[config.mk]
export PLATFORM = sky130hd
export DESIGN_NAME = apms_seq
export DESIGN_NICKNAME = d
export VERILOG_FILES = /design/src/apms_pkg.sv /design/src/apms_pwm_if.sv /design/src/apms_sync.sv /design/src/apms_pwm.sv /design/src/apms_seq.sv
export SDC_FILE = /design/constraint.sdc
export NUM_CORES = 1
export LEC_CHECK = 0
export BUFFER_PORTS_ARGS = -buffer_cell sky130_fd_sc_hd__buf_2
export CAP_MARGIN = 40
export CORE_MARGIN = 2
export CORE_UTILIZATION = 52
export CTS_BUF_LIST = sky130_fd_sc_hd__clkbuf_4 sky130_fd_sc_hd__clkbuf_8
export CTS_CLUSTER_SIZE = 12
export DETAILED_ROUTE_END_ITERATION = 12
export HOLD_SLACK_MARGIN = 0.02
export MAX_ROUTING_LAYER = met4
export PLACE_DENSITY = 0.77
export SYNTH_ARGS = -nofsm -noshare
export SYNTH_HDL_FRONTEND = slang
export SYNTH_SLANG_ARGS = --single-unit
[constraint.sdc]
create_clock -name clk -period 3.2 [get_ports clk]
set_clock_uncertainty 0.2 [all_clocks]
set_input_delay 0.32 -clock clk [delete_from_list [all_inputs] [get_ports clk]]
set_output_delay 0.32 -clock clk [all_outputs]
set_load 0.01 [all_outputs]
[src/apms_pkg.sv]
// constants, field positions and mode type of the power mode sequencer
// assumes a single 25 MHz clock for every user of this package
package apms_pkg;

	localparam int CLK_HZ         = 25_000_000;
	localparam int CLK_NS         = 40;
	localparam int FSW_S0_HZ      = 250_000;
	localparam int BLANK_NS       = 400;
	localparam int DUTY_S3_PCT    = 90;
	localparam int PCT_FULL       = 100;
	localparam int CNT_W          = 7;

	localparam logic [CNT_W-1:0] PERIOD_S0 = CNT_W'(CLK_HZ / FSW_S0_HZ);
	localparam logic [CNT_W-1:0] PERIOD_S3 =
		CNT_W'(CLK_HZ / (2 * FSW_S0_HZ));
	localparam logic [CNT_W-1:0] DUTY_MAX_S3 =
		CNT_W'(CLK_HZ / (2 * FSW_S0_HZ) * DUTY_S3_PCT / PCT_FULL);
	localparam logic [CNT_W-1:0] BLANK_CYC =
		CNT_W'((BLANK_NS + CLK_NS - 1) / CLK_NS);
	// the synced compare is two edges older than the gate pin it
	// qualifies, so arming waits that much past the blanking count
	localparam logic [CNT_W-1:0] SENSE_LAG = 7'h02;
	localparam logic [CNT_W-1:0] BLANK_ARM = BLANK_CYC + SENSE_LAG;
	localparam logic [CNT_W-1:0] CNT_ONE   = 7'h01;

	// positions in the synchronised input vector
	localparam int SYNC_W         = 9;
	localparam int IX_SLEEP       = 0;
	localparam int IX_STANDBY     = 1;
	localparam int IX_GATE        = 2;
	localparam int IX_AUX         = 3;
	localparam int IX_REF         = 4;
	localparam int IX_SS_DONE     = 5;
	localparam int IX_RAIL_OK     = 6;
	localparam int IX_OC_CMP      = 7;
	localparam int IX_SS_GND      = 8;

	typedef enum logic [1:0] {APMS_S5, APMS_S0, APMS_S3} apms_mode_t;

endpackage

[src/apms_pwm_if.sv]
// carrier between the mode sequencer and its pwm generator
// assumes both ends share clk
`timescale 1ns/1ps
interface apms_pwm_if;
	import apms_pkg::*;
	logic             run;
	logic             fast;
	logic [CNT_W-1:0] duty;
	logic             high_side;
	logic             blank_done;
	modport ctrl (output run, fast, duty, input high_side, blank_done);
	modport gen (input run, fast, duty, output high_side, blank_done);
endinterface

[src/apms_sync.sv]
// two flip-flop synchroniser for a vector of asynchronous levels
// assumes inputs are quasi-static levels, not pulses
`timescale 1ns/1ps
module apms_sync #(
	parameter int W = 1
) (
	input  wire logic         clk,  // system clock
	input  wire logic         rst,  // async reset, high
	input  wire logic [W-1:0] d,    // asynchronous levels
	output logic      [W-1:0] q     // synchronised levels
);
	typedef struct packed {
		logic [W-1:0] s1;
		logic [W-1:0] s2;
	} apms_sync_st_t;

	apms_sync_st_t st;
	apms_sync_st_t next_st;

	always_comb
	begin
		next_st.s1 = d;
		next_st.s2 = st.s1;
	end

	always_ff @(posedge clk or posedge rst)
	begin
		if (rst)
			st <= '0;
		else
			st <= next_st;
	end

	assign q = st.s2;
endmodule // apms_sync

[src/apms_pwm.sv]
// fixed-frequency pwm counter with high-side blanking timer
// assumes duty arrives in S0 clock cycles, 0 to PERIOD_S0
`timescale 1ns/1ps
module apms_pwm (
	input  wire logic clk,    // system clock
	input  wire logic rst,    // async reset, high
	apms_pwm_if.gen   p       // control and gate status
);
	import apms_pkg::*;

	typedef struct packed {
		logic [CNT_W-1:0] cnt;
		logic [CNT_W-1:0] blank;
		logic             hs;
	} apms_pwm_st_t;

	apms_pwm_st_t     st;
	apms_pwm_st_t     next_st;
	logic [CNT_W-1:0] period;
	logic [CNT_W-1:0] duty;

	always_comb
	begin
		next_st = st;
		period = p.fast ? PERIOD_S3 : PERIOD_S0;
		duty = p.duty;
		if (p.fast)
		begin
			duty = p.duty >> 1;
			if (duty > DUTY_MAX_S3)
				duty = DUTY_MAX_S3;
		end
		if (!p.run)
			next_st = '0;
		else
		begin
			next_st.cnt = (st.cnt >= period - CNT_ONE) ? '0 : st.cnt + CNT_ONE;
			next_st.hs = next_st.cnt < duty;
			// saturate so a 100 percent duty keeps the compare armed
			if (next_st.hs && st.hs)
				next_st.blank = (st.blank >= BLANK_ARM) ? BLANK_ARM
					: st.blank + CNT_ONE;
			else
				next_st.blank = '0;
		end
	end

	always_ff @(posedge clk or posedge rst)
	begin
		if (rst)
			st <= '0;
		else
			st <= next_st;
	end

	assign p.high_side  = st.hs;
	assign p.blank_done = st.hs && (st.blank >= BLANK_ARM);
endmodule // apms_pwm

[src/apms_seq.sv]
// acpi power mode sequencer: S5/S0/S3 tracking, regulator enables,
// main switcher gate drive and overcurrent latch-off in S0
// assumes analog status levels arrive asynchronously on pins and
// that the supply detectors are only meaningful once enabled here
`timescale 1ns/1ps
module apms_seq (
	input  wire logic               clk,                  // 25 MHz clock
	input  wire logic               rst,                  // async reset
	input  wire logic               sleep_request,        // high asks S3
	input  wire logic               standby_supply_good,  // detector
	input  wire logic               gate_supply_good,     // detector
	input  wire logic               aux_supply_good,      // detector
	input  wire logic               reference_good,       // bandgap ok
	input  wire logic               soft_start_done,      // ramp finished
	input  wire logic               main_rail_regulating, // fb in window
	input  wire logic               switch_below_sense,   // oc comparator
	input  wire logic               soft_start_grounded,  // ss pin at 0
	input  wire logic [apms_pkg::CNT_W-1:0] duty_cmd,     // S0 on cycles
	output logic [1:0]              mode,                 // 0 S5 1 S0 2 S3
	output logic                    standby_monitor_en,   // detector en
	output logic                    supply_monitor_en,    // gate/aux en
	output logic                    soft_start_en,        // main ramp en
	output logic                    main_rail_in_regulation, // rail ok
	output logic                    termination_en,       // term reg on
	output logic                    termination_oe_n,     // low drives
	output logic                    linear_oe_n,          // low drives
	output logic                    first_linear_drive,   // linear 1 on
	output logic                    second_linear_drive,  // linear 2 on
	output logic                    high_side_gate,       // main top fet
	output logic                    low_side_gate,        // main bot fet
	output logic                    overcurrent_latched   // latch state
);
	import apms_pkg::*;

	////////////////////////////////////////////////////////////////////////
	// state

	typedef struct packed {
		apms_mode_t mode;
		logic       sleep_prev;
		logic [2:0] good_prev;
		logic       oc;
		logic       std_mon;
		logic       sup_mon;
		logic       ss_en;
		logic       in_reg;
		logic       hs;
		logic       ls;
	} apms_seq_st_t;

	apms_seq_st_t        st;
	apms_seq_st_t        next_st;
	logic [SYNC_W-1:0]   raw;
	logic [SYNC_W-1:0]   syn;
	logic                sleep;
	logic                ref_ok;
	logic [2:0]          goods;
	logic                all_good;
	logic                rise;
	logic                fall;
	logic                oc_trip;
	logic                supply_lost;
	logic                run;

	apms_pwm_if pwm ();

	////////////////////////////////////////////////////////////////////////
	// input synchronisers and pwm generator

	assign raw[IX_SLEEP]   = sleep_request;
	assign raw[IX_STANDBY] = standby_supply_good;
	assign raw[IX_GATE]    = gate_supply_good;
	assign raw[IX_AUX]     = aux_supply_good;
	assign raw[IX_REF]     = reference_good;
	assign raw[IX_SS_DONE] = soft_start_done;
	assign raw[IX_RAIL_OK] = main_rail_regulating;
	assign raw[IX_OC_CMP]  = switch_below_sense;
	assign raw[IX_SS_GND]  = soft_start_grounded;

	apms_sync #(
		.W   (SYNC_W)
	) u_sync (
		.clk (clk),
		.rst (rst),
		.d   (raw),
		.q   (syn)
	);

	apms_pwm u_pwm (
		.clk (clk),
		.rst (rst),
		.p   (pwm)
	);

	// pwm follows the registered mode, so it never runs in S5
	assign pwm.run  = (st.mode != APMS_S5) && !st.oc;
	assign pwm.fast = (st.mode == APMS_S3);
	assign pwm.duty = duty_cmd;

	////////////////////////////////////////////////////////////////////////
	// decoded conditions

	assign sleep    = syn[IX_SLEEP];
	assign ref_ok   = syn[IX_REF];
	// detectors are gated by their enables; a disabled one reads bad
	assign goods    = {syn[IX_STANDBY] & st.std_mon,
		syn[IX_GATE] & st.sup_mon, syn[IX_AUX] & st.sup_mon};
	assign all_good = &goods;
	assign rise     = sleep && !st.sleep_prev;
	assign fall     = !sleep && st.sleep_prev;
	// blanked compare; the S0 qualifier disables it in standby
	assign oc_trip  = (st.mode == APMS_S0) && pwm.blank_done
		&& syn[IX_OC_CMP];
	// a supply dropping away counts as the cycle that frees the latch
	assign supply_lost = |(st.good_prev & ~goods);

	////////////////////////////////////////////////////////////////////////
	// next state

	always_comb
	begin
		next_st = st;
		next_st.sleep_prev = sleep;
		next_st.good_prev  = goods;
		next_st.std_mon    = ref_ok;
		next_st.sup_mon    = ref_ok && syn[IX_STANDBY] && st.std_mon;

		if (oc_trip)
			next_st.oc = 1'b1;
		else if (supply_lost || syn[IX_SS_GND] || !ref_ok)
			next_st.oc = 1'b0;

		if (!ref_ok)
			next_st.mode = APMS_S5;
		else
		begin
			case (st.mode)
				APMS_S5:
					if (all_good && !sleep && !st.oc)
						next_st.mode = APMS_S0;
				APMS_S0:
					if (st.oc || !all_good)
						next_st.mode = APMS_S5;
					else if (rise)
						next_st.mode = APMS_S3;
				APMS_S3:
					// gate and aux loss expected here, never leads to S5
					if (fall && goods[1] && goods[0])
						next_st.mode = APMS_S0;
				default:
					next_st.mode = APMS_S5;
			endcase
		end

		run = (next_st.mode != APMS_S5) && !next_st.oc;
		// soft-start stays on through S3 so S3 to S0 does not re-ramp
		next_st.ss_en  = run;
		next_st.in_reg = run && (next_st.mode == APMS_S0)
			&& syn[IX_SS_DONE] && syn[IX_RAIL_OK];
		next_st.hs = run && pwm.high_side;
		next_st.ls = run && !pwm.high_side;
	end

	always_ff @(posedge clk or posedge rst)
	begin
		if (rst)
			st <= '0;
		else
			st <= next_st;
	end

	////////////////////////////////////////////////////////////////////////
	// outputs, all from flip-flops

	assign mode                    = st.mode;
	assign standby_monitor_en      = st.std_mon;
	assign supply_monitor_en       = st.sup_mon;
	assign soft_start_en           = st.ss_en;
	assign main_rail_in_regulation = st.in_reg;
	assign termination_en          = st.in_reg;
	assign termination_oe_n        = !st.in_reg;
	assign linear_oe_n             = !st.in_reg;
	assign first_linear_drive      = st.in_reg;
	assign second_linear_drive     = st.in_reg;
	assign high_side_gate          = st.hs;
	assign low_side_gate           = st.ls;
	assign overcurrent_latched     = st.oc;
endmodule // apms_seq

==> results.sh <==
export IMPL_p_leak_nw=1.22
export IMPL_p_sw_uw=221
export IMPL_yosys_area_share_simple=0.146
export IMPL_p_per_area_nw_per_um2=424
export IMPL_clock_root_buffer="clkbuf_8"
export IMPL_dp_cells=255
export IMPL_grt_first_pass_wirelength_mm=6.60
export IMPL_core_sq_um=3660
export IMPL_clkSlewWorstSetupHoldPaths_ps=80
export IMPL_die_area_sq_um=4340
export IMPL_ff2ff_path_depth=14
export IMPL_grt_antenna_before_repair=0
export IMPL_firstDrtPassIters=4
export IMPL_ir_worst_vdd_mv=0.439
export IMPL_clkSinkCount=46
export IMPL_clockBufferDepth=2
export IMPL_cts_buffers=5
export IMPL_grt_overflow=0
export IMPL_status="finished, final reports clean"
export IMPL_routed_wl_mm=3.89
export IMPL_rsz0062_at_grt="true"
export IMPL_postSynthAreaPerCell_sq_um=11.3
export IMPL_worst_pin_slew_ps=519
export IMPL_io_pins=32
export IMPL_synthTopCellsByArea="dfrtp_1 (58%), ha_1 (6.9%), nor2_1 (2.8%)"
export IMPL_h_tree_depth=2
export IMPL_ant_nets=0
export IMPL_grt_pass1_vias=1454
export IMPL_final_util=0.700
export IMPL_placed_cell_area_sq_um=2240
export IMPL_synth_seq_cells=46
export IMPL_comb_power_share=0.050
export IMPL_numPortBuffers=31
export IMPL_finalWorstSetupSlack_ps=85.4
export IMPL_yosysWarnings=0
export IMPL_crit_path_end_kind="register"
export IMPL_arrival_ps=3130
export IMPL_synth_top_cell_by_area="dfrtp_1"
export IMPL_hold_path_class="reg -> reg"
export IMPL_finalHoldViolations=0
export IMPL_final_setup_tns_ps=0
export IMPL_synth_top_area_share=0.578
export IMPL_synthFlopType="dfrtp_1"
export IMPL_clkLatencyLatePin_ps=300
export IMPL_synth_edf_count=0
export IMPL_ys_seq_area_frac=0.578
export IMPL_fin_crit_ps=3110
export IMPL_design_area_sq_um=2560
export IMPL_async_flop_share=1.00
export IMPL_drive_above_1_share=0.288
export IMPL_cts_tree="yes"
export IMPL_vias_per_cell=5.28
export IMPL_holdPathStages=0
export IMPL_synth_top_family_by_area="simple AND/OR/NAND/NOR gates"
export IMPL_fin_crit_sh=0.973
export IMPL_p_sw_frac=0.204
export IMPL_die_h_um=65.9
export IMPL_place_congestion=0.871
export IMPL_track_usage=0.209
export IMPL_first_iter_violations=82
export IMPL_p_int_uw=865
export IMPL_yosysUniqueCellTypes=44
export IMPL_die_w_um=65.9
export IMPL_initial_utilization=0.544
export IMPL_cap_violations=0
export IMPL_grt_max_degree=44
export IMPL_drc=0
export IMPL_netlist_area_sq_um=1990
export IMPL_wire_per_inst_um=14.1
export IMPL_synthMuxAreaShare=0.00503
export IMPL_clkPwrFrac=0.393
export IMPL_syn_to_final_growth_pct=28.7
export IMPL_diodes=0
export IMPL_critPathKind="reg -> reg"
export IMPL_max_freq_mhz=321
export IMPL_synth_xor_area_frac=0.0264
export IMPL_nets=257
export IMPL_synth_compound_area_frac=0.115
export IMPL_critPathMaxFanout=6
export IMPL_vias=1462
export IMPL_finalSetupViolations=0
export IMPL_relSlewSlack=0.654
export IMPL_worst_setup_path_start_kind="register"
export IMPL_seqPwrFrac=0.557
export IMPL_row_count=22
export IMPL_dp_hpwl_mm=2.79
export IMPL_cp_data_required_time_ps=3220
export IMPL_synth_fa_ha_area_frac=0.0742
export IMPL_slew_viol_final=0
export IMPL_fin_cells=277
export IMPL_synth_cells=176
export IMPL_dp_slack_ps=-39.3
## sequential cells by signal, summed over array words and instances (netlist names), 2 cells and up
register	count
u_sync.next_st	9
u_pwm.st	14
u_sync.q	9
mode	2
st	4
## metrics by stage
stage / hold WS, ps / total power [mW]
2_1_floorplan: 131 / 0.638
3_3_place_gp: -26.5 / 0.658
3_5_place_dp: -21.6 / 0.660
4_1_cts: 153 / 1.09
5_1_grt: 159 / 1.13
6_report: 151 / 1.09
## routing by layer
layer	track usage	wire, um	up-vias
met5	-	0	-
met4	0.0599	33	0
met1	0.269	1720	708
met3	0.0460	212	5
li1	-	-	705
met2	0.337	1930	44
## worst max-delay path, stage by stage (launching register included)
cell and delay, ps:
dfrtp_1 390, nor2b_4 130, buf_6 120, ha_4 150
nor4_4 300, a21oi_2 100, maj3_2 390, nor2_4 160
ha_4 210, a211oi_2 200, o22ai_1 100, nor3_1 170
nand2_1 150, buf_4 160, nor3_2 100
## kinds of logic (layout without fill, tap and decap cells)
family,after synthesis,after routing
AOI/OAI and AO/OA,33,33
buffers and inverters,21,72
and+or+nand+nor,56,56
other,1,3
adders and majority gates,12,12
DFF,46,46
muxes,1,1
xor gates and xnor gates,6,6
## power by group through the flow
stage	clock (mW)	combinational, mW	sequential, mW
after floorplan	0	0.0233	0.615
after global placement	0	0.0419	0.616
after detailed placement	0	0.0439	0.617
after CTS	0.437	0.0533	0.605
after global routing	0.460	0.0620	0.607
final	0.426	0.0548	0.605
## cell usage in the layout, fill, tap and decap left out, types with 2 or more instances in the layout
cell	netlist	layout
dfrtp_1	46	46
buf_2	1	31
nor2_1	15	13
nand2_1	11	11
inv_1	12	11
dlygate4sd3_1	0	10
buf_4	7	9
ha_1	11	7
a21oi_1	8	6
nand3_1	5	5
clkbuf_8	0	5
xor2_1	4	4
nor3_1	5	4
ha_4	0	4
nor2b_1	4	3
and2_1	3	3
conb_1	1	3
a21oi_2	0	2
and3_1	2	2
nor3b_1	2	2
xnor2_1	2	2
nor2_4	0	2
o21a_1	2	2
a211oi_2	1	2
a211oi_1	3	2
o21ai_0	4	2
o22ai_1	2	2
o2111ai_1	2	2
nand2b_1	2	2
nand4b_1	2	2
## synthesized netlist by cell type (2+ instances only)
cell	number
o22ai_1	2
nor2b_1	4
nor3b_1	2
ha_1	11
o21a_1	2
nor3_1	5
dfrtp_1	46
nand3_1	5
nand2b_1	2
xnor2_1	2
inv_1	12
nor2_1	15
xor2_1	4
a211oi_1	3
nand2_1	11
o2111ai_1	2
buf_4	7
nand4b_1	2
a21oi_1	8
and3_1	2
o21ai_0	4
and2_1	3
## what timing repair did
action,CTS,global route
pin swaps,2,12
hold buffers,10,0
gates resized for setup,2,12
endpoints found under the hold margin,39,0
cloned,0,0
buffers inserted,2,2
setup endpoints to repair,2,4
## area by class of cell
class,count,area [sq um]
repair buffers,51,334
flip-flops and latches,46,1150
multi-input cells,111,851
well taps,48,60.1
fillers,284,1100
inverters,13,51.3
clock buffers,6,76.3
clock inverters,2,37.5
## final timing paths
check	startpoint	to	slack, ps
worst max-delay path	mode[1]	u_pwm.st[4]	90
worst min-delay path	u_sync.next_st[7]	u_sync.q[7]	150
worst max register to register	mode[1]	u_pwm.st[4]	90
worst min register to register	u_sync.next_st[7]	u_sync.q[7]	150
max in group asynchronous	rst	u_sync.q[0]	1880
min in group asynchronous	rst	u_pwm.st[5]	230
Note: power is estimated with default switching activity, not from simulation.
